### src/wtq_map.svh
// Register offsets, field positions, reset values and timing counts of the queue core.
// Assumes a 32-bit word register port with byte addresses.
`ifndef WTQ_MAP_SVH
`define WTQ_MAP_SVH
`define WTQ_A_CTRL     8'h00
`define WTQ_A_RETRY    8'h04
`define WTQ_A_ACKTO    8'h08
`define WTQ_A_STATUS   8'h0c
`define WTQ_A_CNT      8'h40
`define WTQ_F_HUB      0
`define WTQ_F_NEWREV   1
`define WTQ_F_CLR      2
`define WTQ_RST_CTRL   2'h0
`define WTQ_RST_RETRY  4'h4
`define WTQ_CLK_NS     10
`define WTQ_ACK_TO_NS  2000
`define WTQ_ACK_TO_CYC (`WTQ_ACK_TO_NS / `WTQ_CLK_NS)
`define WTQ_LEN_OLD    11'h5ea
`define WTQ_LEN_NEW    11'h640
`define WTQ_VLAN_B     11'h004
`define WTQ_C_ETH_RX   0
`define WTQ_C_ETH_TX   1
`define WTQ_C_TX_TOT   2
`define WTQ_C_BEACON   3
`define WTQ_C_MGMT     4
`define WTQ_C_UCAST    5
`define WTQ_C_SUB      6
`define WTQ_C_SUB_Q    7
`define WTQ_C_DROP     10
`define WTQ_C_RETX     11
`define WTQ_C_CTX      12
`define WTQ_C_TXEV     16
`define WTQ_C_UNDR     17
`define WTQ_C_TXOTH    18
`define WTQ_C_RX_TOT   19
`define WTQ_C_RX_DATA  20
`define WTQ_C_RXEV     21
`define WTQ_C_PHY      22
`define WTQ_C_CRC      23
`define WTQ_C_OVR      24
`define WTQ_C_DEC      25
`define WTQ_C_CRX      26
`define WTQ_C_DUP      30
`define WTQ_C_POL      31
`define WTQ_C_FRAG     32
`define WTQ_NCNT       33
`endif

### src/wtq_pkg.sv
// Types shared by the queue core and its surroundings.
// Assumes wtq_map.svh supplies the numeric map.
package wtq_pkg;
  typedef enum logic [1:0] {
    WTQ_K_DATA   = 2'b00,
    WTQ_K_CTRL   = 2'b01,
    WTQ_K_MGMT   = 2'b10,
    WTQ_K_BEACON = 2'b11
  } wtq_kind_t;
  typedef struct packed {
    logic [7:0] id;
    wtq_kind_t  kind;
    logic       group;
    logic [1:0] cat;
  } wtq_desc_t;
  typedef struct packed {
    wtq_desc_t d;
    logic      qsel_hi;
    logic      to_radio;
    logic      internal;
  } wtq_enq_t;
  typedef struct packed {
    wtq_kind_t   kind;
    logic [11:0] seq;
    logic        retry;
    logic        phy_err;
    logic        crc_err;
    logic        dec_err;
    logic        overrun;
    logic [1:0]  cat;
  } wtq_rx_t;
  typedef enum logic [1:0] {
    WTQ_TX_IDLE = 2'b00,
    WTQ_TX_WAIT = 2'b01
  } wtq_txst_t;
endpackage

### src/wtq_core.sv
// Frame queueing, acknowledgement and traffic counters of the bridge.
// Assumes all inputs are synchronous to clock and event inputs are one-cycle pulses.
//
// Our own choices: the address map and strobed register access.
`timescale 1ns/10ps
`default_nettype none
`include "wtq_map.svh"
module wtq_core #(
  parameter int QD = 4,
  parameter int CW = 32
) (
  input  wire logic              clock,        // System clock.
  input  wire logic              reset_n,      // Asynchronous reset.
  input  wire logic [7:0]        reg_addr,     // Register byte address.
  input  wire logic [31:0]       reg_wdata,    // Write data.
  input  wire logic              reg_wr,       // Write strobe.
  input  wire logic              reg_rd,       // Read strobe.
  output logic [31:0]            reg_rdata,    // Read data, cycle after strobe.
  input  wire logic              eth_rx_valid, // Ethernet frame arrived.
  input  wire logic [10:0]       eth_rx_len,   // Length without CRC.
  input  wire logic [1:0]        eth_rx_tags,  // VLAN tag count.
  input  wire logic              eth_rx_pass,  // Address filter passed.
  output logic                   eth_rx_ok,    // Frame accepted pulse.
  input  wire logic              eth_tx_valid, // Frame to send to Ethernet.
  input  wire logic [10:0]       eth_tx_len,   // Length without CRC.
  input  wire logic [1:0]        eth_tx_tags,  // VLAN tag count.
  output logic                   eth_tx_ok,    // Frame sent pulse.
  input  wire logic              enq_valid,    // Descriptor offered.
  input  wire wtq_pkg::wtq_enq_t enq_data,     // Descriptor and routing.
  output logic                   enq_ready,    // Room in every queue.
  input  wire logic              radio_ready,  // Radio can take a frame.
  output logic                   radio_valid,  // Frame start pulse.
  output wtq_pkg::wtq_desc_t     radio_desc,   // Frame on air.
  input  wire logic              radio_ack,    // Acknowledgement seen.
  input  wire logic              tx_underrun,  // Transmit aborted, underrun.
  input  wire logic              tx_other,     // Transmit incomplete, other.
  input  wire logic              rx_valid,     // Wireless frame received.
  input  wire wtq_pkg::wtq_rx_t  rx_data,      // Receive status.
  output logic                   rx_fwd,       // Forward to Ethernet pulse.
  input  wire logic              rx_bad_frag,  // Fragment with CRC error.
  input  wire logic              pol_drop      // Policer discarded a frame.
);
  import wtq_pkg::*;

  localparam int PW = $clog2(QD);

  initial begin
    if (QD < 2 || (1 << PW) != QD) $error("QD must be a power of two, at least 2");
    if (CW < 8 || CW > 32) $error("CW must lie in 8..32");
  end

  logic [1:0]            ctrl_r;
  logic [3:0]            retry_lim_r;
  logic [15:0]           ack_to_r;
  logic                  clr;
  logic [`WTQ_NCNT-1:0]  inc;
  logic [CW-1:0]         cnt_r [`WTQ_NCNT];
  wtq_desc_t             qmem_r [3][QD];
  logic [PW-1:0]         wp_r [3];
  logic [PW-1:0]         rp_r [3];
  logic [PW:0]           qcnt_r [3];
  logic [2:0]            push;
  logic [2:0]            pop;
  logic [1:0]            enq_q;
  logic                  enq_fire;
  wtq_txst_t             tx_st_r;
  wtq_desc_t             cur_r;
  logic [15:0]           timer_r;
  logic [3:0]            tries_r;
  logic                  timeout;
  logic                  drop;
  logic                  sent;
  logic [10:0]           rx_eff;
  logic [10:0]           tx_eff;
  logic                  rx_len_ok;
  logic                  tx_len_ok;
  logic                  rx_bad;
  logic                  rx_dup;
  logic [11:0]           last_seq_r;
  logic [31:0]           rd_nxt;

  assign clr = reg_wr && reg_addr == `WTQ_A_CTRL && reg_wdata[`WTQ_F_CLR];

  always_ff @(posedge clock or negedge reset_n) begin
    if (!reset_n) begin
      ctrl_r      <= `WTQ_RST_CTRL;
      retry_lim_r <= `WTQ_RST_RETRY;
      ack_to_r    <= 16'(`WTQ_ACK_TO_CYC);
    end else if (reg_wr) begin
      if (reg_addr == `WTQ_A_CTRL) begin
        ctrl_r <= {reg_wdata[`WTQ_F_NEWREV], reg_wdata[`WTQ_F_HUB]};
      end else if (reg_addr == `WTQ_A_RETRY) begin
        retry_lim_r <= reg_wdata[3:0];
      end else if (reg_addr == `WTQ_A_ACKTO) begin
        // A zero timeout would wrap and wait 65536 cycles to expire, so one cycle is the floor.
        ack_to_r <= (reg_wdata[15:0] == 16'h0000) ? 16'h0001 : reg_wdata[15:0];
      end
    end
  end

  // Old parts take only untagged frames; new parts measure the frame with its tags included.
  assign rx_eff = eth_rx_len - ((eth_rx_tags == 2'h0) ? 11'h000 :
                  (eth_rx_tags == 2'h1) ? `WTQ_VLAN_B : (`WTQ_VLAN_B << 1));
  assign tx_eff = eth_tx_len - ((eth_tx_tags == 2'h0) ? 11'h000 :
                  (eth_tx_tags == 2'h1) ? `WTQ_VLAN_B : (`WTQ_VLAN_B << 1));
  assign rx_len_ok = ctrl_r[`WTQ_F_NEWREV] ? (eth_rx_len <= `WTQ_LEN_NEW)
                   : (eth_rx_tags == 2'h0 && rx_eff <= `WTQ_LEN_OLD);
  assign tx_len_ok = ctrl_r[`WTQ_F_NEWREV] ? (eth_tx_len <= `WTQ_LEN_NEW)
                   : (eth_tx_tags == 2'h0 && tx_eff <= `WTQ_LEN_OLD);

  always_ff @(posedge clock or negedge reset_n) begin
    if (!reset_n) begin
      eth_rx_ok <= 1'b0;
      eth_tx_ok <= 1'b0;
    end else begin
      eth_rx_ok <= eth_rx_valid && eth_rx_pass && rx_len_ok;
      eth_tx_ok <= eth_tx_valid && tx_len_ok;
    end
  end

  always_comb begin
    enq_q = enq_data.qsel_hi ? 2'd0 : 2'd2;
    if (enq_data.d.group && ctrl_r[`WTQ_F_HUB]) begin
      enq_q = 2'd1;
    end
    if (enq_data.internal || enq_data.to_radio) begin
      enq_q = 2'd0;
    end
  end

  assign enq_fire = enq_valid && enq_ready;

  always_comb begin
    pop = 3'b000;
    if (tx_st_r == WTQ_TX_IDLE && radio_ready) begin
      if (qcnt_r[0] != '0) begin
        pop = 3'b001;
      end else if (qcnt_r[1] != '0) begin
        pop = 3'b010;
      end else if (qcnt_r[2] != '0) begin
        pop = 3'b100;
      end
    end
  end

  genvar q;
  generate
    for (q = 0; q < 3; q++) begin : g_q
      assign push[q] = enq_fire && enq_q == 2'(q);
      always_ff @(posedge clock or negedge reset_n) begin
        if (!reset_n) begin
          wp_r[q]   <= '0;
          rp_r[q]   <= '0;
          qcnt_r[q] <= '0;
        end else begin
          if (push[q]) begin
            qmem_r[q][wp_r[q]] <= enq_data.d;
            wp_r[q]            <= wp_r[q] + 1'b1;
          end
          if (pop[q]) begin
            rp_r[q] <= rp_r[q] + 1'b1;
          end
          qcnt_r[q] <= qcnt_r[q] + (PW+1)'(push[q]) - (PW+1)'(pop[q]);
        end
      end
    end
  endgenerate

  // Ready is registered, so it must promise room even if a push lands this cycle.
  always_ff @(posedge clock or negedge reset_n) begin
    if (!reset_n) begin
      enq_ready <= 1'b0;
    end else begin
      enq_ready <= qcnt_r[0] < (PW+1)'(QD - 2) && qcnt_r[1] < (PW+1)'(QD - 2)
                && qcnt_r[2] < (PW+1)'(QD - 2)
                || (!enq_fire && qcnt_r[0] < (PW+1)'(QD - 1)
                    && qcnt_r[1] < (PW+1)'(QD - 1) && qcnt_r[2] < (PW+1)'(QD - 1));
    end
  end

  assign timeout = tx_st_r == WTQ_TX_WAIT && !radio_ack && timer_r == 16'h0001;
  assign drop    = timeout && tries_r == retry_lim_r;
  assign sent    = (pop != 3'b000 && radio_desc_grp(pop)) ||
                   (tx_st_r == WTQ_TX_WAIT && radio_ack);

  function automatic logic radio_desc_grp(input logic [2:0] p);
    radio_desc_grp = p[0] ? qmem_r[0][rp_r[0]].group :
                     p[1] ? qmem_r[1][rp_r[1]].group : qmem_r[2][rp_r[2]].group;
  endfunction

  always_ff @(posedge clock or negedge reset_n) begin
    if (!reset_n) begin
      tx_st_r     <= WTQ_TX_IDLE;
      cur_r       <= '0;
      radio_desc  <= '0;
      radio_valid <= 1'b0;
      timer_r     <= 16'h0000;
      tries_r     <= 4'h0;
    end else begin
      radio_valid <= 1'b0;
      case (tx_st_r)
        WTQ_TX_IDLE: begin
          if (pop != 3'b000) begin
            radio_valid <= 1'b1;
            radio_desc  <= pop[0] ? qmem_r[0][rp_r[0]] :
                           pop[1] ? qmem_r[1][rp_r[1]] : qmem_r[2][rp_r[2]];
            cur_r       <= pop[0] ? qmem_r[0][rp_r[0]] :
                           pop[1] ? qmem_r[1][rp_r[1]] : qmem_r[2][rp_r[2]];
            tries_r     <= 4'h0;
            timer_r     <= ack_to_r;
            if (!radio_desc_grp(pop)) begin
              tx_st_r <= WTQ_TX_WAIT;
            end
          end
        end
        WTQ_TX_WAIT: begin
          if (radio_ack) begin
            tx_st_r <= WTQ_TX_IDLE;
          end else if (drop) begin
            tx_st_r <= WTQ_TX_IDLE;
          end else if (timeout) begin
            radio_valid <= 1'b1;
            radio_desc  <= cur_r;
            tries_r     <= tries_r + 4'h1;
            timer_r     <= ack_to_r;
          end else begin
            timer_r <= timer_r - 16'h0001;
          end
        end
        default: tx_st_r <= WTQ_TX_IDLE;
      endcase
    end
  end

  assign rx_bad = rx_data.phy_err || rx_data.crc_err || rx_data.dec_err || rx_data.overrun;
  assign rx_dup = rx_data.kind == WTQ_K_DATA && rx_data.retry && rx_data.seq == last_seq_r;

  always_ff @(posedge clock or negedge reset_n) begin
    if (!reset_n) begin
      last_seq_r <= 12'h000;
      rx_fwd     <= 1'b0;
    end else begin
      rx_fwd <= rx_valid && !rx_bad && rx_data.kind == WTQ_K_DATA && !rx_dup;
      if (rx_valid && !rx_bad && rx_data.kind == WTQ_K_DATA) begin
        last_seq_r <= rx_data.seq;
      end
    end
  end

  always_comb begin
    logic [1:0] tc;
    logic       hub;
    logic       rg;
    tc  = sent ? (tx_st_r == WTQ_TX_WAIT ? cur_r.cat : radio_desc_cat(pop)) : 2'h0;
    hub = ctrl_r[`WTQ_F_HUB];
    rg  = rx_valid && !rx_bad;
    inc = '0;
    inc[`WTQ_C_ETH_RX] = eth_rx_valid && eth_rx_pass;
    inc[`WTQ_C_ETH_TX] = eth_tx_valid && tx_len_ok;
    inc[`WTQ_C_TX_TOT] = sent;
    inc[`WTQ_C_UCAST]  = hub && tx_st_r == WTQ_TX_WAIT && radio_ack;
    inc[`WTQ_C_BEACON] = hub && sent && radio_desc_kind(pop) == WTQ_K_BEACON;
    inc[`WTQ_C_MGMT]   = hub && sent && radio_desc_kind(pop) != WTQ_K_BEACON;
    inc[`WTQ_C_SUB]    = enq_fire && !enq_data.internal && enq_data.d.kind == WTQ_K_DATA;
    for (int i = 0; i < 3; i++) begin
      inc[`WTQ_C_SUB_Q + i] = inc[`WTQ_C_SUB] && push[i];
    end
    inc[`WTQ_C_DROP]   = drop;
    inc[`WTQ_C_RETX]   = timeout;
    inc[`WTQ_C_CTX]    = tc != 2'h0;
    inc[`WTQ_C_CTX + 1 + tc - 1] = tc != 2'h0;
    inc[`WTQ_C_UNDR]   = tx_underrun;
    inc[`WTQ_C_TXOTH]  = tx_other;
    inc[`WTQ_C_TXEV]   = drop || tx_underrun || tx_other;
    inc[`WTQ_C_RX_TOT] = rg && !rx_dup;
    inc[`WTQ_C_RX_DATA] = rg && rx_data.kind == WTQ_K_DATA;
    inc[`WTQ_C_PHY]    = rx_valid && rx_data.phy_err;
    inc[`WTQ_C_CRC]    = rx_valid && rx_data.crc_err;
    inc[`WTQ_C_OVR]    = rx_valid && rx_data.overrun;
    inc[`WTQ_C_DEC]    = rx_valid && rx_data.dec_err;
    inc[`WTQ_C_RXEV]   = rx_valid && rx_bad;
    inc[`WTQ_C_CRX]    = rg && rx_data.cat != 2'h0;
    inc[`WTQ_C_CRX + 1 + rx_data.cat - 1] = rg && rx_data.cat != 2'h0;
    inc[`WTQ_C_DUP]    = rg && rx_dup;
    inc[`WTQ_C_POL]    = pol_drop;
    inc[`WTQ_C_FRAG]   = rx_bad_frag;
  end

  function automatic logic [1:0] radio_desc_cat(input logic [2:0] p);
    radio_desc_cat = p[0] ? qmem_r[0][rp_r[0]].cat :
                     p[1] ? qmem_r[1][rp_r[1]].cat : qmem_r[2][rp_r[2]].cat;
  endfunction

  function automatic wtq_kind_t radio_desc_kind(input logic [2:0] p);
    if (p == 3'b000) begin
      radio_desc_kind = cur_r.kind;
    end else begin
      radio_desc_kind = p[0] ? qmem_r[0][rp_r[0]].kind :
                        p[1] ? qmem_r[1][rp_r[1]].kind : qmem_r[2][rp_r[2]].kind;
    end
  endfunction

  genvar c;
  generate
    for (c = 0; c < `WTQ_NCNT; c++) begin : g_cnt
      always_ff @(posedge clock or negedge reset_n) begin
        if (!reset_n) begin
          cnt_r[c] <= '0;
        end else if (clr) begin
          cnt_r[c] <= '0;
        end else begin
          cnt_r[c] <= cnt_r[c] + CW'(inc[c]);
        end
      end
    end
  endgenerate

  always_comb begin
    rd_nxt = 32'h0000_0000;
    if (reg_addr == `WTQ_A_CTRL) begin
      rd_nxt = {30'h0, ctrl_r};
    end else if (reg_addr == `WTQ_A_RETRY) begin
      rd_nxt = {28'h0, retry_lim_r};
    end else if (reg_addr == `WTQ_A_ACKTO) begin
      rd_nxt = {16'h0, ack_to_r};
    end else if (reg_addr == `WTQ_A_STATUS) begin
      rd_nxt = {14'h0, 2'(tx_st_r), tries_r, 1'b0, 3'(qcnt_r[2]), 1'b0, 3'(qcnt_r[1]),
                1'b0, 3'(qcnt_r[0])};
    end else if (reg_addr >= `WTQ_A_CNT && reg_addr[1:0] == 2'h0
                 && 6'(reg_addr[7:2] - 6'h10) < 6'(`WTQ_NCNT)) begin
      rd_nxt = 32'(cnt_r[6'(reg_addr[7:2] - 6'h10)]);
    end
  end

  always_ff @(posedge clock or negedge reset_n) begin
    if (!reset_n) begin
      reg_rdata <= 32'h0000_0000;
    end else begin
      reg_rdata <= reg_rd ? rd_nxt : 32'h0000_0000;
    end
  end
endmodule
`default_nettype wire

### config.mk
export PLATFORM = sky130hd
export DESIGN_NAME = wtq_core
export DESIGN_NICKNAME = d
export VERILOG_FILES = /design/src/wtq_pkg.sv /design/src/wtq_core.sv
export VERILOG_INCLUDE_DIRS = /design/src
export SDC_FILE = /design/constraint.sdc
export NUM_CORES = 2
export LEC_CHECK = 0
export ABC_AREA = 1
export BUFFER_PORTS_ARGS = -buffer_cell sky130_fd_sc_hd__buf_4
export CAP_MARGIN = 15
export CELL_PAD_IN_SITES_DETAIL_PLACEMENT = 0
export CELL_PAD_IN_SITES_GLOBAL_PLACEMENT = 2
export CORE_ASPECT_RATIO = 0.75
export CORE_MARGIN = 2
export CORE_UTILIZATION = 39
export CTS_BUF_LIST = sky130_fd_sc_hd__clkbuf_8 sky130_fd_sc_hd__clkbuf_16
export DETAILED_ROUTE_END_ITERATION = 6
export PLACE_DENSITY_LB_ADDON = 0.08
export SLEW_MARGIN = 25
export SYNTH_ARGS = -nofsm -noshare
export SYNTH_HDL_FRONTEND = slang
export SYNTH_SLANG_ARGS = --single-unit
### constraint.sdc
create_clock -name clock -period 7.8 [get_ports clock]
set_input_delay 0.39 -clock clock [delete_from_list [all_inputs] [get_ports clock]]
set_output_delay 0.39 -clock clock [all_outputs]
set_load 0.01 [all_outputs]
==> results by group <==
Worst setup path
  • CP cell instances: clkinv_1 > o21ai_0 > o22ai_1 > a21oi_1 > nand2_1 > nand3_1 > o21ai_0 > buf_4 > a21oi_1 > ha_1 > ha_1 > nand2_1 > nor2_1 > nand2_1 > nor2_1 > nand3_1 > nor4_1 > nand2_1 > inv_1 > nand3_1 > nand2_1 > nor2_1
  • Arr. time, crit path: about 6400 ps
  • R2r endpoint: cnt_r[926]$_DFF_PN0_
  • Slowest stage cell, crit path: dfrtp_1
  • Largest stage delay, worst path: 880 ps
  • Startpoint Class: flip-flop
  • Nature of the critical path endpoint: flip-flop
  • Worst reg2reg path depth: 22
  • Worst-path fanout max: 28
  • Worst EP required: approximately 8500 ps
  • R2R Setup Slk: between 2000 and 2500 ps
  • Worst r2r src: rp_r[0]$_DFFE_PN0P_
  • CP dominant cell by count: nand2_1
  • CP Class: reg2reg

Global route
  • Largest net degree at the start of global routing: about 150
  • Grt total ovfl: 0
  • Antenna violations before repair: 14
  • Total track usage: 27.9%
  • Vias in the first global route: around 66k
  • Global-route wire length before repair: 423000 um

Power
  • Seq pwr share: 43.4%
  • Worst VDD drop: around 260 uV
  • Pwr dens: 229 nW/um2
  • Power Total: 19700 uW
  • Leak: 0.0397 uW
  • Internal Power: 13300 uW
  • NetSw: 6410 uW
  • Switching power share of the total: 32.6%
  • Clock share of power: 38.6%
  • Gate power share: 18.0%

Detailed routing
  • DRT antenna net count: 0
  • Vias post-DR: 70.2k
  • Drt pass-1 iters: 7
  • Wirelength per Cell: 22.1 um
  • 1st-iter DRT viols: 7258
  • DRT Wirelength: 283000 um
  • Drt drc: 1
  • Vias per inst: 5.50

CTS
  • Worst-skew pair later-pin latency: ~840 ps
  • Clk root buf: clkbuf_16
  • H-tree depth: 4
  • Clk sinks: roughly 1.4k
  • CTS tree: done
  • Worst-case clock buffer depth: 3
  • Num CTS Buffers: 155
  • Post-CTS Resized: 0
  • Worst-path clk slew: 60 ps

Finish
  • Most common cell after layout, fill and taps aside: nand2_1
  • Non-filler instance count after layout: 12.8k
  • Most frequent cells in the layout: nand2_1, inv_1, dfrtp_1
  • Fin util: 44.3%
  • Layout cells sized above 1: 7.46%
  • Nets: between 10k and 15k
  • Area Overhead vs Synth: 12.5%

Timing
  • Slew of the pin with the lowest slew margin: 1250 ps
  • Final min period: ~5700 ps
  • Final setup fails: 0
  • Tcrit/Tclk final: 72.6%
  • Skew final: 54.3 ps
  • Setup_tns: 0 ps
  • Post-route setup slack: 2140 ps
  • Max Clock Freq: 177 MHz
  • Final hold violation count: 0
  • Slew margin rel.: about 16%
  • Slew Limit Fails: 0
  • RSZ-0062 raised after global routing: false

Die
  • Die Wd: between 500 and 600 um
  • Die Ht: 387 um
  • Placeable core area: 194000 um2
  • Initial core utilization: 39.3%
  • Die area: 200000 um2
  • FP Rows: 140
  • # IOs: 168

Synthesis
  • Top_reg_cell synth: dfrtp_1
  • Count of cell types in the netlist: 75
  • Synth Register Bits: 1351
  • Net Count, Synth: 10.2k
  • Post-synth EDFFs: 156
  • Seq/Total Area, Yosys: between 40 and 50%
  • Asr flop ratio synth: 88.5%
  • Syn avg cell area: 7.67 um2
  • Post-Syn Area: about 76000 um2
  • Synth Instances: 9975
  • Synth Warn #: 0

Outcome
  • Failing checks: design-rule violations
  • Outcome: finished with violations

Place
  • Final Wtd Congestion: roughly 0.91
  • Placed cell count: 12.4k
  • Pre-CTS setup slack: between 2000 and 2500 ps
  • PortBufs: 151
  • HPWL Detailed: 203000 um

Min path
  • Worst hold path type: in2reg
  • HP Start: enq_data[1]
  • Hold Path Sink: wp_r[2]$_DFFE_PN0P_
  • Cells on Worst Hold Path: 4

Job
  • Max Cap Violations: 0
[worst max path at each step]
stage | from | end | slack (ps) | cells past startpoint
floorplan | eth_tx_tags[0] | cnt_r[1012]$_DFF_PN0_ | 4180 | 22
global placement | rp_r[0]$_DFFE_PN0P_ | cnt_r[638]$_DFF_PN0_ | 2210 | 19
detailed placement | rp_r[0]$_DFFE_PN0P_ | cnt_r[606]$_DFF_PN0_ | 2110 | 22
CTS | rp_r[0]$_DFFE_PN0P_ | cnt_r[606]$_DFF_PN0_ | 2080 | 22
global route | rp_r[0]$_DFFE_PN0P_ | cnt_r[922]$_DFF_PN0_ | 1560 | 22
finish | rp_r[0]$_DFFE_PN0P_ | cnt_r[926]$_DFF_PN0_ | 2140 | 22
[cell type report]
type	count	area [um2]
diodes	4	10.0
clock buffers	185	4300
clock inverters	95	962
fillers	19841	108000
inverters	1394	5250
multi-input cells	6900	35100
flip-flops and latches	1351	34600
well taps	2556	3200
repair buffers	294	2640
[kinds of logic (layout without fill, tap and decap cells)]
family,Yosys count,in the layout,synth area share [%]
and+or+nand+nor,4852,4852,28.6
other,0,4,0
xor gates and xnor gates,124,124,1.42
muxes,4,4,0.0556
AOI/OAI and AO/OA,1815,1815,14.0
adders and majority gates,105,105,1.77
buffers and inverters,1724,1968,8.95
DFF,1351,1351,45.2
[power groups by stage]
stage / registers, uW / logic [uW] / clock network (uW)
after detailed placement: 8640 / 3510 / 0
after global routing: 8630 / 4030 / 8070
after floorplan: 8410 / 2380 / 0
after CTS: 8520 / 3560 / 7770
final: 8530 / 3550 / 7590
after global placement: 8620 / 3460 / 0
[metrics by stage]
stage	hold slack [ps]	instance area (um2)
global route	58.1	86100
global placement	367	80200
CTS	19.8	86000
floorplan	94.4	76500
finish	53.4	86100
detailed placement	376	80200
[cell usage after synthesis (all sizes together), types with 156 or more instances]
master  instances  area [um2]
nand2        2049        7740
inv          1388        5210
nor2         1232        4890
dfrtp        1191       29800
nor3          610        3430
a21oi         588        2940
o21ai         564        2820
nand3         461        2410
buf           238        1260
nand4         204        1330
o22ai         188        1180
nor4          163        1150
edfxtp        156        4680
[metal layers]
metal,GRT usage [%],wire length [um],vias up
met5,0,100,-
met4,6.39,6370,16
met3,6.75,24200,296
met2,37.2,111000,2308
met1,44.2,141000,33923
li1,-,-,33702
[worst max-delay path, delay by kind of cell, from the launching register on]
kind | cells | cell delay, ps
simple gates | 12 | 1930
buf+inv | 3 | 1140
compound gates | 5 | 1120
flops | 1 | 880
fa+ha+maj | 2 | 440
[sequential cells by signal, indices dropped and copies added (netlist names)]
signal and cells:
qcnt_r 9, ack_to_r 16, eth_tx_ok 1, qmem_r 156
last_seq_r 12, tx_st_r 1, rp_r 6, cnt_r 1056
wp_r 6, cur_r 13, rx_fwd 1, radio_desc 13
timer_r 16, ctrl_r 2, tries_r 4, retry_lim_r 4
radio_valid 1, reg_rdata 32, enq_ready 1, eth_rx_ok 1
[repair_timing]
action / 4_1_cts / 5_1_grt
hold endpoints to repair: 286 / 0
hold buffers: 57 / 0
buffers inserted: 0 / 0
Power figures use the tool's default switching activity.
